==> src/cdsr_pkg.sv <==
// Overview of operation
// RULE_01 - steady overcurrent threshold from 4-bit select
// RULE_02 - host writes only threshold codes 0h..Ch
// RULE_03 - bit 15 disables voltage sense, resets 1
// RULE_04 - bit 14 disables temperature sense, resets 1
// RULE_05 - bit 13 disables current sense, resets 0
// RULE_06 - on-state open-load threshold stored, no effect
// RULE_07 - bit 10 selects current gain eight
// RULE_08 - bit 9 precise open-load, not under fault
// RULE_09 - bits 8-7 select diagnostic blanking time
// RULE_10 - bits 6-5 select off-state pull-up current
// RULE_11 - bit 4 pull-up check, blocked when on/fault
// RULE_12 - bit 3 battery-short check, blocked when on/fault
// RULE_13 - bit 2 latches off versus auto-retry
// RULE_14 - bits 1-0 select slew, reset 2h
// RULE_15 - current result bits 9-0, upper zero
// RULE_16 - bit 10 flags result fresh since read
// RULE_17 - temperature result bits 9-0, resets zero
// RULE_18 - 3-bit inrush period select sets timing
// RULE_19 - result writes ignored, read clears fresh
package cdsr_pkg;
  // register indices as printed, each one 16-bit word
  localparam logic [7:0]  ADDR_ILIM      = 8'h17;
  localparam logic [7:0]  ADDR_DIAG      = 8'h18;
  localparam logic [7:0]  ADDR_CUR       = 8'h19;
  localparam logic [7:0]  ADDR_TEMP      = 8'h1A;
  // reset values
  localparam logic [15:0] DIAG_RESET     = 16'hC002;
  localparam logic [15:0] ILIM_RESET     = 16'h0088;
  // field positions in the diagnostic word
  localparam int          VSNS_OFF_BIT   = 15;
  localparam int          TSNS_OFF_BIT   = 14;
  localparam int          ISNS_OFF_BIT   = 13;
  localparam int          OLTH_HI        = 12;
  localparam int          OLTH_LO        = 11;
  localparam int          GAIN8_BIT      = 10;
  localparam int          OLPREC_BIT     = 9;
  localparam int          BLANK_HI       = 8;
  localparam int          BLANK_LO       = 7;
  localparam int          PU_HI          = 6;
  localparam int          PU_LO          = 5;
  localparam int          OLOFF_BIT      = 4;
  localparam int          SVBB_BIT       = 3;
  localparam int          LATCH_BIT      = 2;
  localparam int          SLEW_HI        = 1;
  localparam int          SLEW_LO        = 0;
  // fields in the current limit word
  localparam int          INR_HI         = 10;
  localparam int          INR_LO         = 8;
  localparam int          THR_HI         = 3;
  localparam int          THR_LO         = 0;
  localparam logic [3:0]  THR_MAX        = 4'hC;
  // result layout
  localparam int          FRESH_BIT      = 10;
  localparam int          RES_W          = 10;
  // timing: clock and blanking / inrush units
  localparam int          CLK_MHZ        = 200;
  localparam int          TICK_US        = 100;
  localparam int          TICK_CYC       = TICK_US * CLK_MHZ;
  // blanking times in 100 us ticks: 0.4, 1.0, 2.0, 4.0 ms
  localparam logic [15:0] BLANK_TICKS [4] = '{16'h0004, 16'h000A, 16'h0014, 16'h0028};
  // inrush times in 100 us ticks: 0,2,4,6,10,20,50,100 ms
  localparam logic [15:0] INR_TICKS [8] = '{16'h0000, 16'h0014, 16'h0028, 16'h003C,
                                            16'h0064, 16'h00C8, 16'h01F4, 16'h03E8};
  // phases of the channel protection sequencer
  typedef enum logic [1:0] {CDSR_OFF, CDSR_INRUSH, CDSR_STEADY, CDSR_FAULT} cdsr_phase_e;
endpackage

==> src/cdsr_res_if.sv <==
`timescale 1ns/1ps
// carries one conversion result and its read-clear between modules
interface cdsr_res_if;
  logic             wr;     // new conversion strobe
  logic [9:0]       data;   // new conversion value
  logic             rd;     // host read of this register
  logic [15:0]      word;   // register image
  modport holder (input wr, input data, input rd, output word);
  modport user   (output wr, output data, output rd, input word);
endinterface

==> src/cdsr_regs.sv <==
`timescale 1ns/1ps
// channel-2 configuration and readback registers with sequencing
module cdsr_regs
  import cdsr_pkg::*;
(
  // clock, reset, enable
  input  wire logic        clk_sys_i,
  input  wire logic        arst_n_i,
  input  wire logic        ce_i,
  // register access port from serial front end (same clock)
  input  wire logic        reg_wr_i,
  input  wire logic        reg_rd_i,
  input  wire logic [7:0]  reg_addr_i,
  input  wire logic [15:0] reg_wdata_i,
  output logic      [15:0] reg_rdata_o,
  // channel state from analog side (asynchronous)
  input  wire logic        chan_on_i,
  input  wire logic        chan_fault_i,
  input  wire logic        current_high_i,
  input  wire logic        switch_state_wr_i,
  // adc results (same clock)
  input  wire logic        cur_conv_i,
  input  wire logic [9:0]  cur_data_i,
  input  wire logic        temp_conv_i,
  input  wire logic [9:0]  temp_data_i,
  // controls to analog side
  output logic [3:0]       overcurrent_threshold_sel_o,
  output logic             inrush_active_o,
  output logic             voltage_sense_off_o,
  output logic             temp_sense_off_o,
  output logic             current_sense_off_o,
  output logic             current_sense_gain8_o,
  output logic             on_openload_precise_en_o,
  output logic [1:0]       off_pullup_strength_o,
  output logic             off_openload_check_en_o,
  output logic             battery_short_check_en_o,
  output logic             diag_blank_done_o,
  output logic             fault_latched_o,
  output logic [1:0]       output_slew_sel_o
);
  logic [15:0] diag_q;        // diagnostic configuration word
  logic [15:0] ilim_q;        // current limit configuration word
  logic [1:0]  on_s_q, flt_s_q, hi_s_q, sw_s_q;  // synchronisers
  logic        sw_prev_q;     // switch-state write edge memory
  logic [15:0] tick_q;        // 100 us prescaler
  logic [15:0] blank_cnt_q;   // blanking tick counter
  logic [15:0] inr_cnt_q;     // inrush tick counter
  logic        latched_q;
  cdsr_phase_e phase_q;
  logic        tick;
  logic        chan_on, chan_flt, cur_hi, sw_edge;
  logic        diag_req;

  cdsr_res_if cur_if ();
  cdsr_res_if temp_if ();

  assign chan_on  = on_s_q[1];
  assign chan_flt = flt_s_q[1];
  assign cur_hi   = hi_s_q[1];
  assign sw_edge  = sw_s_q[1] & ~sw_prev_q;
  assign tick     = (tick_q == 16'(TICK_CYC - 1));
  assign diag_req = diag_q[OLOFF_BIT] | diag_q[SVBB_BIT];

  // two-flop synchronisers for analog status pins
  always_ff @(posedge clk_sys_i or negedge arst_n_i) begin
    if (!arst_n_i) begin
      on_s_q    <= 2'h0;
      flt_s_q   <= 2'h0;
      hi_s_q    <= 2'h0;
      sw_s_q    <= 2'h0;
      sw_prev_q <= 1'b0;
    end else if (ce_i) begin
      on_s_q    <= {on_s_q[0], chan_on_i};
      flt_s_q   <= {flt_s_q[0], chan_fault_i};
      hi_s_q    <= {hi_s_q[0], current_high_i};
      sw_s_q    <= {sw_s_q[0], switch_state_wr_i};
      sw_prev_q <= sw_s_q[1];
    end
  end

  // diagnostic word: writable, off-state check bits refused under on/fault, precise open-load under fault/high current
  always_ff @(posedge clk_sys_i or negedge arst_n_i) begin
    if (!arst_n_i) begin
      diag_q <= DIAG_RESET; // RULE_03 RULE_04 RULE_05 RULE_14
    end else if (ce_i) begin
      if (reg_wr_i && reg_addr_i == ADDR_DIAG) begin
        diag_q <= reg_wdata_i; // RULE_06 RULE_07 RULE_09 RULE_10 RULE_13
        // precise open-load is refused on fault or high current
        diag_q[OLPREC_BIT] <= reg_wdata_i[OLPREC_BIT] & ~chan_flt & ~cur_hi; // RULE_08
        diag_q[OLOFF_BIT]  <= reg_wdata_i[OLOFF_BIT] & ~chan_on & ~chan_flt; // RULE_11
        diag_q[SVBB_BIT]   <= reg_wdata_i[SVBB_BIT] & ~chan_on & ~chan_flt;  // RULE_12
      end else if (chan_on || chan_flt) begin
        // off-state checks drop out once the channel turns on or faults
        diag_q[OLOFF_BIT] <= 1'b0; // RULE_11
        diag_q[SVBB_BIT]  <= 1'b0; // RULE_12
      end
    end
  end

  // current limit word; unsupported threshold codes are the host's concern
  always_ff @(posedge clk_sys_i or negedge arst_n_i) begin
    if (!arst_n_i) begin
      ilim_q <= ILIM_RESET; // RULE_01
    end else if (ce_i && reg_wr_i && reg_addr_i == ADDR_ILIM) begin
      ilim_q <= reg_wdata_i; // RULE_02
    end
  end

  // 100 us tick prescaler shared by blanking and inrush timers
  always_ff @(posedge clk_sys_i or negedge arst_n_i) begin
    if (!arst_n_i) begin
      tick_q <= '0;
    end else if (ce_i) begin
      tick_q <= tick ? 16'h0000 : tick_q + 16'h0001;
    end
  end

  // protection phase: inrush then steady threshold, fault handling
  always_ff @(posedge clk_sys_i or negedge arst_n_i) begin
    if (!arst_n_i) begin
      phase_q   <= CDSR_OFF;
      inr_cnt_q <= '0;
    end else if (ce_i) begin
      unique case (phase_q)
        CDSR_OFF: begin
          inr_cnt_q <= '0;
          if (chan_on && !latched_q) begin
            phase_q <= CDSR_INRUSH;
          end
        end
        CDSR_INRUSH: begin
          if (chan_flt) begin
            phase_q <= CDSR_FAULT;
          end else if (!chan_on) begin
            phase_q <= CDSR_OFF;
          end else if (inr_cnt_q >= INR_TICKS[ilim_q[INR_HI:INR_LO]]) begin
            phase_q <= CDSR_STEADY; // RULE_18
          end else if (tick) begin
            inr_cnt_q <= inr_cnt_q + 16'h0001;
          end
        end
        CDSR_STEADY: begin
          if (chan_flt) begin
            phase_q <= CDSR_FAULT;
          end else if (!chan_on) begin
            phase_q <= CDSR_OFF;
          end
        end
        CDSR_FAULT: begin
          // retry waits for the fault to clear unless latched
          if (!chan_flt && !latched_q) begin
            phase_q <= CDSR_OFF; // RULE_13
          end
        end
      endcase
    end
  end

  // latch-off memory: released only by a new switch-state write
  always_ff @(posedge clk_sys_i or negedge arst_n_i) begin
    if (!arst_n_i) begin
      latched_q <= 1'b0;
    end else if (ce_i) begin
      if (chan_flt && diag_q[LATCH_BIT]) begin
        latched_q <= 1'b1; // RULE_13
      end else if (sw_edge) begin
        latched_q <= 1'b0; // RULE_13
      end
    end
  end

  // blanking: off-state check must persist before a fault is registered
  always_ff @(posedge clk_sys_i or negedge arst_n_i) begin
    if (!arst_n_i) begin
      blank_cnt_q <= '0;
    end else if (ce_i) begin
      if (!diag_req) begin
        blank_cnt_q <= '0;
      end else if (tick && blank_cnt_q < BLANK_TICKS[diag_q[BLANK_HI:BLANK_LO]]) begin
        blank_cnt_q <= blank_cnt_q + 16'h0001; // RULE_09
      end
    end
  end

  // registered control outputs
  always_ff @(posedge clk_sys_i or negedge arst_n_i) begin
    if (!arst_n_i) begin
      overcurrent_threshold_sel_o <= ILIM_RESET[THR_HI:THR_LO];
      inrush_active_o             <= 1'b0;
      voltage_sense_off_o         <= DIAG_RESET[VSNS_OFF_BIT];
      temp_sense_off_o            <= DIAG_RESET[TSNS_OFF_BIT];
      current_sense_off_o         <= DIAG_RESET[ISNS_OFF_BIT];
      current_sense_gain8_o       <= 1'b0;
      on_openload_precise_en_o    <= 1'b0;
      off_pullup_strength_o       <= 2'h0;
      off_openload_check_en_o     <= 1'b0;
      battery_short_check_en_o    <= 1'b0;
      diag_blank_done_o           <= 1'b0;
      fault_latched_o             <= 1'b0;
      output_slew_sel_o           <= DIAG_RESET[SLEW_HI:SLEW_LO];
    end else if (ce_i) begin
      overcurrent_threshold_sel_o <= ilim_q[THR_HI:THR_LO]; // RULE_01
      inrush_active_o             <= (phase_q == CDSR_INRUSH); // RULE_18
      voltage_sense_off_o         <= diag_q[VSNS_OFF_BIT]; // RULE_03
      temp_sense_off_o            <= diag_q[TSNS_OFF_BIT]; // RULE_04
      current_sense_off_o         <= diag_q[ISNS_OFF_BIT]; // RULE_05
      current_sense_gain8_o       <= diag_q[GAIN8_BIT]; // RULE_07
      on_openload_precise_en_o    <= diag_q[OLPREC_BIT]; // RULE_08
      off_pullup_strength_o       <= diag_q[PU_HI:PU_LO]; // RULE_10
      off_openload_check_en_o     <= diag_q[OLOFF_BIT]; // RULE_11
      battery_short_check_en_o    <= diag_q[SVBB_BIT]; // RULE_12
      diag_blank_done_o           <= diag_req &&
                                     blank_cnt_q >= BLANK_TICKS[diag_q[BLANK_HI:BLANK_LO]];
      fault_latched_o             <= latched_q; // RULE_13
      output_slew_sel_o           <= diag_q[SLEW_HI:SLEW_LO]; // RULE_14
    end
  end

  // result holders; bus writes never reach them
  assign cur_if.wr    = cur_conv_i & ~diag_q[ISNS_OFF_BIT];
  assign cur_if.data  = cur_data_i;
  assign cur_if.rd    = reg_rd_i & (reg_addr_i == ADDR_CUR); // RULE_19
  assign temp_if.wr   = temp_conv_i & ~diag_q[TSNS_OFF_BIT];
  assign temp_if.data = temp_data_i;
  assign temp_if.rd   = reg_rd_i & (reg_addr_i == ADDR_TEMP); // RULE_19

  cdsr_result_reg u_cur (
    .clk_sys_i (clk_sys_i),
    .arst_n_i  (arst_n_i),
    .ce_i      (ce_i),
    .res       (cur_if.holder)
  );

  cdsr_result_reg u_temp (
    .clk_sys_i (clk_sys_i),
    .arst_n_i  (arst_n_i),
    .ce_i      (ce_i),
    .res       (temp_if.holder)
  );

  // read data registered one cycle after the read strobe
  always_ff @(posedge clk_sys_i or negedge arst_n_i) begin
    if (!arst_n_i) begin
      reg_rdata_o <= 16'h0000;
    end else if (ce_i && reg_rd_i) begin
      unique case (reg_addr_i)
        ADDR_ILIM: reg_rdata_o <= ilim_q;
        ADDR_DIAG: reg_rdata_o <= diag_q; // RULE_06
        ADDR_CUR:  reg_rdata_o <= cur_if.word; // RULE_15 RULE_16
        ADDR_TEMP: reg_rdata_o <= temp_if.word; // RULE_17
        default:   reg_rdata_o <= 16'h0000;
      endcase
    end
  end
endmodule

==> src/cdsr_result_reg.sv <==
`timescale 1ns/1ps
// one result register with freshness flag
module cdsr_result_reg
  import cdsr_pkg::*;
(
  // clock and reset
  input  wire logic        clk_sys_i,
  input  wire logic        arst_n_i,
  input  wire logic        ce_i,
  // result link
  cdsr_res_if.holder       res
);
  logic [RES_W-1:0] val_q;  // held conversion
  logic             fresh_q;

  // value updates only on a conversion; host writes never reach here
  always_ff @(posedge clk_sys_i or negedge arst_n_i) begin
    if (!arst_n_i) begin
      val_q <= '0; // RULE_17
    end else if (ce_i && res.wr) begin
      val_q <= res.data; // RULE_15
    end
  end

  // new data wins over a read in the same cycle
  always_ff @(posedge clk_sys_i or negedge arst_n_i) begin
    if (!arst_n_i) begin
      fresh_q <= 1'b0;
    end else if (ce_i) begin
      if (res.wr) begin
        fresh_q <= 1'b1; // RULE_16
      end else if (res.rd) begin
        fresh_q <= 1'b0; // RULE_19
      end
    end
  end

  assign res.word = {5'h00, fresh_q, val_q}; // RULE_15
endmodule

==> config.mk <==
export PLATFORM = sky130hd
export DESIGN_NAME = cdsr_regs
export DESIGN_NICKNAME = d
export VERILOG_FILES = /design/src/cdsr_pkg.sv /design/src/cdsr_res_if.sv /design/src/cdsr_regs.sv /design/src/cdsr_result_reg.sv
export SDC_FILE = /design/constraint.sdc
export NUM_CORES = 1
export LEC_CHECK = 0
export ABC_AREA = 1
export CORE_MARGIN = 2
export CORE_UTILIZATION = 57
export DETAILED_ROUTE_END_ITERATION = 12
export DONT_BUFFER_PORTS = 1
export GPL_ROUTABILITY_DRIVEN = 0
export PLACE_DENSITY = 0.8
export SYNTH_ARGS = -nofsm -noshare
export SYNTH_HDL_FRONTEND = slang
export SYNTH_SLANG_ARGS = --single-unit
==> constraint.sdc <==
create_clock -name clk_sys_i -period 2.15 [get_ports clk_sys_i]
set_input_delay 0.1075 -clock clk_sys_i [delete_from_list [all_inputs] [get_ports clk_sys_i]]
set_output_delay 0.1075 -clock clk_sys_i [all_outputs]
set_load 0.05 [all_outputs]
# Yosys cells after proc, flatten, opt, wreduce, memory -nomap -nowiden
# Memory sizes are Yosys's and may differ from the RTL's.
# Cells that the tools add are included.
dict set report classes {
  add_sub_neg 3
  magnitude_cmp 5
  n_eq_ne 17
  muxes 30
  bitwise_logic 20
  n_reduce_logical 28
}
# operator count
set ops {}
lappend ops {{16-bit 2-to-1 mux} 11}
lappend ops {{16-bit one-hot mux with 4 select lines} 1}
lappend ops {{16-bit by 1-bit adder with 16-bit output (second input constant)} 3}
lappend ops {{16-bit binary-select mux with 2-bit select} 1}
lappend ops {{8-bit by 5-bit == test with 1-bit output (second input constant)} 4}
lappend ops {{16-bit >= comparator} 2}
lappend ops {{16-bit one-hot mux with 2 select lines} 1}
lappend ops {{2-bit 2-to-1 mux} 9}
lappend ops {{16-bit by 15-bit == test with 1-bit output (second input constant)} 1}
lappend ops {{16-bit < comparator} 1}
lappend ops {{2-bit inequality test (second input constant)} 6}
lappend ops {{2-bit AND reduction} 6}
lappend ops {{1-bit AND} 11}
lappend ops {{1-bit logical AND} 11}
lappend ops {{2-bit nonzero test} 5}
lappend ops {{2-bit one-hot mux with 4 select lines} 1}
lappend ops {{1-bit 2-to-1 mux} 6}
lappend ops {{1-bit inverter} 6}
lappend ops {{6-bit AND reduction} 1}
lappend ops {{5-bit AND reduction} 1}
lappend ops {{2-bit == test (second input constant)} 2}
lappend ops {{4-bit >= comparator (second input constant)} 1}
lappend ops {{4-bit inequality test (second input constant)} 1}
lappend ops {{3-bit inverter with 4-bit output} 1}
lappend ops {{other kinds (9)} 10}
dict set report word_totals {
  ff_bits 148
  mem_bits_ro 128
  inputBits 55
  wordCells 135
  mem_count 1
}
# memory words word_bits rd rd_ports_with_merged_regs wr line_no
set mem_list {}
lappend mem_list {{(name not given)} 8 16 1 0 0 cdsr_regs.sv:136} ;# end else if (inr_cnt_q >= INR_TICKS[ilim_q[INR_HI:INR_LO]]) begin

# Depth between registers and ports, before layout
# Gate-level depths: netlist of run 1.
dict set report logic_depth {
  depth_word 9
  ltp_mapped 19
  ltp_nobuf 17
}

# Hierarchy
# From an unflattened synthesis of run 1, not the netlist that was laid out.
dict set report hier_totals {
  cells_unflattened 891
  hier_area_um2 7357.1
}
# mod n_inst cells_per_inst area_each_um2 seq_area_each_um2
set modules_own_cells {}
lappend modules_own_cells {cdsr_regs 1 781 6381.1 3164.3}
lappend modules_own_cells {cdsr_result_reg 2 55 488.0 275.3}

# Worst setup path after synthesis of run 1
# Ideal clock, no wire load.
dict set report synth_timing {
  kind {reg-to-reg}
  startpoint {register ilim_q[8]}
  endpoint {register inr_cnt_q[0]}
  setup_ps 65
  t_arrival_ps 2007
  required_time_ps 2085
  setup_slack_ps 78
  path_stages_with_launch 20
  n_path_buf 2
  period_less_slack_ps 2072
  path_cell_list {dfrtp_1 -> clkbuf_1 -> nand2_1 -> inv_1 -> nor2_1 -> o21ai_0 -> ha_1 -> nand2_1 -> nor2_1 -> nand2_1 -> nand2_1 -> nand2_1 -> nand2_1 -> nand2_1 -> nand2_1 -> nand2_1 -> nand2_1 -> clkbuf_1 -> nand2_1 -> nand2_1}
}
dict set report synth_via {
  elab_chain_cells 7
}
# item line_no
set synth_rtl {}
lappend synth_rtl {{from (decl)} cdsr_regs.sv:42} ;# logic [15:0] ilim_q;
lappend synth_rtl {{from (signal assigned)} cdsr_regs.sv:105} ;# ilim_q <= reg_wdata_i;
lappend synth_rtl {{3-bit inverter with 4-bit output (not written as such)} cdsr_regs.sv:136}
lappend synth_rtl {{memory read 8 x 16 bit} -}
lappend synth_rtl {{16-bit 2-to-1 mux (not written as such) (2 in series)} cdsr_regs.sv:136}
lappend synth_rtl {{16-bit >= comparator} cdsr_regs.sv:136}
lappend synth_rtl {{2-bit inequality test (no line)} -}
lappend synth_rtl {{6-bit AND reduction (no line)} -}
lappend synth_rtl {{to (signal assigned)} cdsr_regs.sv:139} ;# inr_cnt_q <= inr_cnt_q + 16'h0001;
lappend synth_rtl {{to (decl)} cdsr_regs.sv:47} ;# logic [15:0] inr_cnt_q;
# Every way passes these cells. The select of a mux whose other input is x is not followed.
# A chain may end at the register's enable or synchronous reset.

# Worst setup path after layout of run 1
dict set report layout_timing {
  startpoint {register ilim_q[8]}
  endpoint {register inr_cnt_q[9]}
}
# The elaborated chain is that of the path after synthesis.

==> flow_metrics.py, run 1 <==
metrics = {
    "layout": {
        "area_growth_pct": 16.7,
        "diodes": 0,
        "final_cell_area_sq_um": 8340,
        "drive_above_1_share_pct": 9.29,
        "stdcell_count": 1083,
        "nNetsFinal": 974,
        "final_util_pct": 68.8,
    },
    "sta": {
        "setup_slack_ns": 0.160,
        "post-route-min-period_ns": 1.99,
        "period_share_pct": 92.6,
        "fin_setup_tns_ns": 0,
        "hold-worst-slack_ns": -0.620,
        "rsz0062_at_grt": "yes",
        "finalHoldViolations": 148,
        "finalClockSkew_ns": 0.0102,
        "fmax_ghz": 0.502,
        "max_slew_margin_pct": 24.2,
        "setup_viol_count_final": 0,
        "slew_violations": 0,
        "tightest_slew_ns": 1.14,
    },
    "route": {
        "wl_mm": 16.9,
        "firstDrtPassIters": 5,
        "via_per_inst": 5.43,
        "drtIter0Drc": 438,
        "drc": 0,
        "vias": 5880,
        "wl_per_cell_um": 15.6,
        "drt.antenna.violating_nets": 0,
    },
    "cts": {
        "cts.sinks": 148,
        "cts_tree": "built",
        "clock_latency_ns": 0.43,
        "cts_buffers": 17,
        "cts_buffer_depth": 2,
        "postCtsHoldBufs": 41,
        "root_buffer": "clkbuf_16",
        "htree_levels": 4,
        "clkSlewWorstSetupHoldPaths_ns": 0.06,
    },
    "setup_path": {
        "path_class": "flip-flop to flip-flop",
        "crit_path_top_delay_cell": "dfrtp_2",
        "arrival_ns": 2.31,
        "cpPeakStageDelay_ns": 0.45,
        "crit_path_start_kind": "flip-flop",
        "crit_family": "simple AND/OR/NAND/NOR gates",
        "path_buf_inv": 2,
        "rr_startpoint": "ilim_q[8]",
        "cp_max_fo": 8,
        "crit_chain": "nand2_1 -> inv_1 -> nor2_2 -> o21ai_1 -> ha_1 -> nand2_1 -> nor2_1 -> nand2_1 -> nand2_1 -> nand2_1 -> nand2_1 -> nand2_1 -> nand2_1 -> nand2_2 -> nand2_4 -> buf_6 -> nand2_2 -> nand2_2",
        "critPathLaunch": "ilim_q[8]",
        "endpoint_kind": "flip-flop",
        "reg2reg_depth": 18,
        "r2r_end": "inr_cnt_q[9]",
        "crit_path_frequent_cell": "nand2_1",
        "r2r_setup_slack_ns": 0.16,
        "cp.depth": 18,
        "cp.required_ns": 2.47,
        "timing.critical_path.to": "inr_cnt_q[9]",
    },
    "yosys": {
        "yosysTopAreaCell": "dfrtp_1",
        "synth_edf_count": 0,
        "yosysSeqAreaShare_pct": 52.0,
        "yosys_warnings": 0,
        "ys_seq_elements": 148,
        "synth_ff_type": "dfrtp_1",
        "synth_cell_types": 39,
        "syn-num-nets": 932,
        "yosysMostFrequentCell": "nand2_1",
        "synthArstFlopShare_pct": 100,
        "synth_area_leaders": "dfrtp_1 49%, nand2_1 11%, o21ai_0 5.7%",
        "synth_area_per_cell_sq_um": 8.31,
        "synthTopCellsByCount": "209 x nand2_1, 139 x dfrtp_1, 98 x inv_1",
        "synth_top_area_share_pct": 48.7,
        "syn_area_sq_um": 7150,
        "syn_inst": 860,
    },
    "die": {
        "placementRows": 40,
        "initial_core_util_pct": 59.0,
        "die_y_um": 116,
        "dieArea_sq_um": 13500,
        "io_pins": 89,
        "die_w_um": 116,
        "fp.coreArea_sq_um": 12100,
    },
    "job": {
        "cap_violations": 0,
    },
    "placement": {
        "place_hpwl_mm": 10.7,
        "dp_slack_ns": 0.0821,
        "port_buffers": 0,
        "dp.cells": 1008,
        "dpl-instance-area_sq_um": 7300,
    },
    "run_status": {
        "status": "finished, violations left",
        "violations": "negative hold slack",
    },
    "power": {
        "p_leak_nw": 4.13,
        "power.total_mw": 7.14,
        "seqPwrFrac_pct": 46.1,
        "p_int_mw": 5.10,
        "clkPwrFrac_pct": 40.3,
        "irDropWorstVdd_v": 0.000603,
        "p_switching_mw": 2.04,
        "power_frac_comb_pct": 13.6,
        "p_sw_share_pct": 28.6,
        "power.density_nw_per_um2": 856,
    },
    "grt": {
        "grt_max_degree": 149,
        "grt_use_total_pct": 27.1,
        "grt_pass1_vias": 5715,
        "grt_pass1_wl_mm": 27.7,
        "antenna_found_initial": 0,
        "grt_overflow": 0,
    },
    "min_path": {
        "hp-class": "input pin to asynchronous set/reset pin",
    },
}
[sequential cells by signal (all words and copies together) (netlist names), 2 cells and up]
signal	flops
off_pullup_strength_o	2
flt_s_q	2
u_cur.val_q	10
sw_s_q	2
u_temp.val_q	10
blank_cnt_q	16
inr_cnt_q	16
overcurrent_threshold_sel_o	4
ilim_q	16
on_s_q	2
hi_s_q	2
tick_q	16
output_slew_sel_o	2
diag_q	16
phase_q	2
reg_rdata_o	16
[cells in the final DEF, fill, tap and decap left out, drive strengths merged]
master / Yosys / layout
mux2: 10 / 10
nor4: 1 / 1
xor2: 13 / 13
dfrtp: 139 / 139
dlygate4sd3: 0 / 41
nor3: 17 / 17
nand4: 16 / 16
o22ai: 6 / 6
dfstp: 9 / 9
a21oi: 27 / 27
buf: 11 / 14
o211ai: 1 / 1
nand2: 213 / 213
a211oi: 2 / 2
xnor2: 6 / 6
nand3b: 4 / 4
nor2: 89 / 89
inv: 100 / 101
o31ai: 3 / 3
clkinvlp: 0 / 2
or2: 2 / 2
nand3: 63 / 63
o21ai: 83 / 83
clkbuf: 21 / 25
a21o: 1 / 1
clkinv: 2 / 5
ha: 17 / 17
nor3b: 4 / 4
bufinv: 0 / 1
[what timing repair did]
action                     CTS  global route
setup endpoints to repair    0            28
resized for setup            0            15
setup buffers                0             1
hold endpoints to repair   226           148
[power groups by stage]
stage / clock network, mW / logic (mW) / registers, mW
CTS: 2.89 / 0.898 / 3.29
global route: 3.06 / 1.09 / 3.32
floorplan: 0 / 0.639 / 3.28
global placement: 0 / 0.793 / 3.32
detailed placement: 0 / 0.825 / 3.33
finish: 2.88 / 0.973 / 3.29
[worst min-delay path by stage]
stage	start	endpoint	slack (ns)
6_report	arst_n_i	blank_cnt_q[12]	-0.62
5_1_grt	arst_n_i	tick_q[7]	-0.65
4_1_cts	arst_n_i	on_openload_precise_en_o	-0.64
3_5_place_dp	arst_n_i	blank_cnt_q[12]	-0.18
3_3_place_gp	arst_n_i	blank_cnt_q[11]	-0.18
2_1_floorplan	arst_n_i	battery_short_check_en_o	-0.19
[cells by family after synthesis]
| family | share of synthesized area (%) |
|---|---|
| AO/OA/AOI/OAI | 8.96 |
| XOR/XNOR | 2.33 |
| adder cells (fa/ha/maj) | 2.98 |
| buffers and inverters | 7.51 |
| flip-flops | 52.0 |
| multiplexers | 1.58 |
| AND/OR/NAND/NOR | 24.7 |
[per-layer routing]
layer	wire length (um)	global-route usage, %	share of wire [%]	up-vias
met5	0	0	0	-
met4	539	11.2	3.2	0
met3	980	9.31	5.8	46
met2	8210	42.5	48	176
met1	7200	34.6	43	2811
li1	-	-	-	2847
[final cells by class]
class | instances | area, sq um
Fill cell | 946 | 3770
Sequential cell | 148 | 3720
Multi-Input combinational cell | 578 | 2920
Timing Repair Buffer | 55 | 527
Clock buffer | 25 | 505
Inverter | 102 | 384
Tap cell | 168 | 210
Clock inverter | 7 | 72.6
Power figures use the tool's default switching activity.
==> run 2: changes to the inputs <==
--- a/config.mk
+++ b/config.mk
@@ -7,11 +7,11 @@
 export LEC_CHECK = 0
 export ABC_AREA = 1
 export CORE_MARGIN = 2
-export CORE_UTILIZATION = 57
+export CORE_UTILIZATION = 30
 export DETAILED_ROUTE_END_ITERATION = 12
 export DONT_BUFFER_PORTS = 1
 export GPL_ROUTABILITY_DRIVEN = 0
-export PLACE_DENSITY = 0.8
+export PLACE_DENSITY = 0.5
 export SYNTH_ARGS = -nofsm -noshare
 export SYNTH_HDL_FRONTEND = slang
 export SYNTH_SLANG_ARGS = --single-unit
==> flow_metrics.py, run 2 (synthesized netlist as in run 1, its figures left out) <==
metrics = {
    "setup_path": {
        "path_buf_inv": 2,
        "crit_family": "simple AND/OR/NAND/NOR gates",
        "endpoint_kind": "flip-flop",
        "crit_chain": "nand2_2 -> inv_2 -> nor2_4 -> o21ai_2 -> ha_1 -> nand2_1 -> nor2_1 -> nand2_1 -> nand2_1 -> nand2_1 -> nand2_1 -> nand2_1 -> nand2_1 -> nand2_2 -> nand2_4 -> buf_4 -> nand2_1 -> nand2_1",
        "cp_max_fo": 5,
        "arrival_ns": 2.34,
        "rr_startpoint": "ilim_q[8]",
        "r2r_setup_slack_ns": 0.12,
        "cpPeakStageDelay_ns": 0.44,
        "path_class": "flip-flop to flip-flop",
        "reg2reg_depth": 18,
        "crit_path_top_delay_cell": "dfrtp_2",
        "cp.required_ns": 2.45,
        "crit_path_start_kind": "flip-flop",
        "crit_path_frequent_cell": "nand2_1",
        "r2r_end": "inr_cnt_q[0]",
    },
    "die": {
        "placementRows": 56,
        "fp.coreArea_sq_um": 23400,
        "dieArea_sq_um": 25100,
        "die_w_um": 158,
        "initial_core_util_pct": 30.5,
        "die_y_um": 158,
        "io_pins": 89,
    },
    "power": {
        "irDropWorstVdd_v": 0.000540,
        "power.density_nw_per_um2": 834,
        "power.total_mw": 7.15,
        "p_leak_nw": 4.16,
    },
    "sta": {
        "post-route-min-period_ns": 2.03,
        "hold-worst-slack_ns": -0.616,
        "fmax_ghz": 0.492,
        "tightest_slew_ns": 1.12,
        "period_share_pct": 94.6,
        "setup_viol_count_final": 0,
        "slew_violations": 0,
        "rsz0062_at_grt": "yes",
        "finalHoldViolations": 148,
        "finalClockSkew_ns": 0.0107,
        "max_slew_margin_pct": 25.3,
    },
    "job": {
        "cap_violations": 0,
    },
    "cts": {
        "htree_levels": 4,
        "root_buffer": "clkbuf_16",
        "clock_latency_ns": 0.42,
        "cts_tree": "built",
        "cts_buffer_depth": 2,
        "clkSlewWorstSetupHoldPaths_ns": 0.06,
        "postCtsHoldBufs": 41,
        "cts_buffers": 17,
        "cts.sinks": 148,
    },
    "layout": {
        "mostFrequentLayoutCells": "202 x nand2_1, 138 x dfrtp_1, 96 x inv_1, 85 x nor2_1, 81 x o21ai_0",
        "layout_commonest_cell": "nand2_1",
        "area_growth_pct": 20.0,
        "fillers": 2482,
        "drive_above_1_share_pct": 10.7,
        "nNetsFinal": 980,
        "stdcell_count": 1240,
        "diodes": 0,
        "final_cell_area_sq_um": 8580,
    },
    "route": {
        "drc": 0,
        "via_per_inst": 4.59,
        "drt.antenna.violating_nets": 0,
        "wl_per_cell_um": 14.5,
        "firstDrtPassIters": 4,
        "wl_mm": 18.0,
        "vias": 5691,
        "drtIter0Drc": 377,
    },
    "grt": {
        "grt_pass1_vias": 5737,
        "grt_overflow": 0,
        "antenna_found_initial": 0,
        "grt_pass1_wl_mm": 30.2,
        "grt_use_total_pct": 15.3,
        "grt_max_degree": 149,
    },
    "min_path": {
        "hp-class": "input pin to asynchronous set/reset pin",
    },
    "placement": {
        "port_buffers": 0,
        "dp.cells": 1163,
        "place_hpwl_mm": 12.3,
        "dpl-instance-area_sq_um": 7520,
    },
    "run_status": {
        "status": "finished, violations left",
        "violations": "negative hold slack",
    },
}
run 2: cell count changes in the layout (fill, tap and decap cells not counted), moves of 2 or more:
cell / before / now
inv_1: 98 / 96
inv_2: 2 / 4
clkinv_4: 1 / 4
inv_6: 1 / 3
buf_4: 11 / 18
clkbuf_1: 3 / 1
clkbuf_8: 5 / 1
run 2: metal layers:
metal	track usage, %	share of wire (%)	routed length [um]
met2	23.3	44	7960
met4	3.99	0.92	165
met1	21.4	49	8830
met3	4.49	5.8	1040
met5	0	0	0
run 2: stage by stage:
stage	utilization (%)	setup slack [ns]	hold slack [ns]	TNS, ns
global placement	32.1	0.172	-0.176	0
finish	36.7	0.116	-0.616	0
global route	36.7	-0.0679	-0.639	-0.663
detailed placement	32.1	0.106	-0.174	0
floorplan	-	0.0784	-0.188	0
CTS	36.3	0.0164	-0.625	0
run 2: area by class of cell:
cell class | count | area, sq um | area share [%]
inverters | 102 | 384 | 4.48
well taps | 319 | 399 | 4.65
clock inverters | 13 | 124 | 1.44
flip-flops and latches | 148 | 3720 | 43.3
multi-input cells | 578 | 2940 | 34.3
repair buffers | 61 | 571 | 6.65
clock buffers | 19 | 443 | 5.16
run 2: worst register-to-register path: cells and delay by family, from the launching register on:
kind / cells / cell delay [ns]
adders and majority gates: 1 / 0.29
DFF: 1 / 0.44
and+or+nand+nor: 14 / 0.92
buffers and inverters: 2 / 0.22
AOI/OAI and AO/OA: 1 / 0.06
run 2: where the power goes:
| part | leakage (nW) | internal [mW] | switching [mW] |
|---|---|---|---|
| combinational | 2.06 | 0.367 | 0.631 |
| clock | 0.270 | 1.64 | 1.24 |
| sequential | 1.83 | 2.98 | 0.298 |
| total | 4.16 | 4.99 | 2.16 |
run 2: repair_timing:
action	CTS	global route
setup buffers	0	3
endpoints found under the hold margin	223	148
gates resized for setup	0	23
setup endpoints to repair	0	34
run 2: how the worst max path moves through the flow:
stage,start,slack (ns),cells after the start,endpoint
after floorplan,ilim_q[8],0.08,19,inr_cnt_q[0]
after global placement,ilim_q[10],0.17,18,inr_cnt_q[5]
after detailed placement,diag_q[7],0.11,11,blank_cnt_q[6]
after CTS,ce_i,0.02,5,blank_cnt_q[3]
after global routing,ilim_q[8],-0.07,18,inr_cnt_q[9]
final,ilim_q[8],0.12,18,inr_cnt_q[0]
==> run 3: changes to the inputs <==
--- a/config.mk
+++ b/config.mk
@@ -7,11 +7,11 @@
 export LEC_CHECK = 0
 export ABC_AREA = 1
 export CORE_MARGIN = 2
-export CORE_UTILIZATION = 30
+export CORE_UTILIZATION = 50
 export DETAILED_ROUTE_END_ITERATION = 12
 export DONT_BUFFER_PORTS = 1
 export GPL_ROUTABILITY_DRIVEN = 0
-export PLACE_DENSITY = 0.5
+export PLACE_DENSITY = 0.73
 export SYNTH_ARGS = -nofsm -noshare
 export SYNTH_HDL_FRONTEND = slang
 export SYNTH_SLANG_ARGS = --single-unit
==> constraint.sdc (replaced) <==
create_clock -name clk_sys_i -period 1.7 [get_ports clk_sys_i]
set_input_delay 0.085 -clock clk_sys_i [delete_from_list [all_inputs] [get_ports clk_sys_i]]
set_output_delay 0.085 -clock clk_sys_i [all_outputs]
set_load 0.05 [all_outputs]
==> flow_metrics.py, run 3 (synthesized netlist as in run 1, its figures left out) <==
metrics = {
    "route": {
        "vias": 6390,
        "wl_mm": 19.0,
        "firstDrtPassIters": 6,
        "via_per_inst": 5.38,
        "wl_per_cell_um": 16.0,
        "drt.antenna.violating_nets": 0,
        "drtIter0Drc": 591,
        "drc": 0,
    },
    "setup_path": {
        "endpoint_kind": "flip-flop",
        "cp_max_fo": 6,
        "cp.required_ns": 2.02,
        "r2r_setup_slack_ns": -0.30,
        "path_class": "flip-flop to flip-flop",
        "arrival_ns": 2.31,
        "crit_path_start_kind": "flip-flop",
    },
    "run_status": {
        "violations": "negative hold slack, negative setup slack",
        "status": "finished, violations left",
    },
    "die": {
        "placementRows": 43,
        "initial_core_util_pct": 51.3,
        "die_w_um": 124,
        "die_y_um": 124,
        "io_pins": 89,
        "fp.coreArea_sq_um": 13900,
        "dieArea_sq_um": 15300,
    },
    "cts": {
        "clkSlewWorstSetupHoldPaths_ns": 0.06,
        "cts_tree": "built",
        "cts.sinks": 148,
        "root_buffer": "clkbuf_16",
        "postCtsHoldBufs": 57,
        "cts_buffer_depth": 2,
        "cts_buffers": 17,
        "clock_latency_ns": 0.44,
        "htree_levels": 4,
    },
    "sta": {
        "fin_setup_tns_ns": -6.29,
        "setup_slack_ns": -0.295,
        "period_share_pct": 117,
        "finalClockSkew_ns": 0.00896,
        "finalHoldViolations": 148,
        "setup_viol_count_final": 34,
        "slew_violations": 0,
        "post-route-min-period_ns": 2.00,
        "fmax_ghz": 0.501,
        "tightest_slew_ns": 0.753,
        "hold-worst-slack_ns": -0.645,
        "rsz0062_at_grt": "yes",
        "max_slew_margin_pct": 49.7,
    },
    "job": {
        "cap_violations": 0,
    },
    "layout": {
        "mostFrequentLayoutCells": "196 x nand2_1, 139 x dfrtp_1, 93 x inv_1, 83 x buf_4, 76 x o21ai_0",
        "drive_above_1_share_pct": 20.7,
        "area_growth_pct": 31.9,
        "diodes": 0,
        "nNetsFinal": 1067,
        "layout_commonest_cell": "nand2_1",
    },
    "grt": {
        "antenna_found_initial": 0,
        "grt_overflow": 0,
        "grt_use_total_pct": 26.0,
        "grt_max_degree": 149,
        "grt_pass1_wl_mm": 30.3,
        "grt_pass1_vias": 6352,
    },
    "placement": {
        "dp_slack_ns": -0.283,
        "port_buffers": 0,
        "place_hpwl_mm": 11.9,
    },
    "min_path": {
        "hp-class": "input pin to asynchronous set/reset pin",
    },
    "power": {
        "power.density_nw_per_um2": 1080,
        "p_leak_nw": 4.65,
        "irDropWorstVdd_v": 0.000880,
    },
}
==> run 3: layer usage <==
metal	vias to the layer above	routed length (um)	track usage [%]
met5	-	0	0
met4	0	385	8.66
met3	45	1390	7.93
met2	246	9460	42.7
met1	3052	7750	32.7
li1	3047	-	-
==> run 3: path summary, 6_finish.rpt <==
check | depth (start not counted) | startpoint | endpoint
worst min register to register | 2 | sw_s_q[1] | sw_s_q[1]
min in group clk_sys_i | 3 | reg_wr_i | ilim_q[14]
max in group asynchronous | 0 | arst_n_i | diag_q[14]
worst min-delay path | 0 | arst_n_i | inr_cnt_q[0]
worst max register to register | 18 | ilim_q[8] | inr_cnt_q[7]
worst max-delay path | 18 | ilim_q[8] | inr_cnt_q[7]
==> run 3: critical path, cell delays in order (launching register included) <==
cell and delay (ns):
dfrtp_1 0.43, nand2_1 0.09, inv_2 0.05, nor2_4 0.09
o21ai_2 0.07, ha_1 0.26, nand2_1 0.07, nor2_1 0.04
nand2_1 0.05, nand2_1 0.04, nand2_1 0.05, nand2_1 0.04
nand2_1 0.07, nand2_1 0.06, nand2_2 0.11, nand2_4 0.09
buf_6 0.15, nand2_2 0.05, nand2_1 0.05
==> run 3: per-stage QoR <==
step           cells  total power [mW]  area (sq um)  util (%)
2_1_floorplan    860              4.99          7180         -
3_3_place_gp    1090              5.55          7860      56.4
3_5_place_dp    1090              5.58          7860      56.4
4_1_cts         1184              10.1          9250      66.4
5_1_grt         1188              10.6          9430      67.7
6_report        1188              10.1          9430      67.7
==> run 3: what timing repair did <==
item                       4_1_cts  5_1_grt
hold endpoints to repair       229      148
pin swaps                        7       17
gates resized for setup         32       47
setup endpoints to repair       35       69
cloned                           2        0
setup buffers                    3        4
==> run 3: layout make-up <==
cell class	count	area [sq um]
Multi-Input combinational cell	580	3170
Fill cell	1023	4510
Sequential cell	148	3710
Clock inverter	15	243
Tap cell	180	225
Timing Repair Buffer	146	1260
Inverter	102	392
Clock buffer	17	425
==> run 3: where the power goes <==
group	total [mW]	internal [mW]	switching (mW)
Sequential	4.06	3.77	0.289
Clock	4.28	2.66	1.63
Combinational	1.80	0.780	1.02
Total	10.1	7.21	2.94
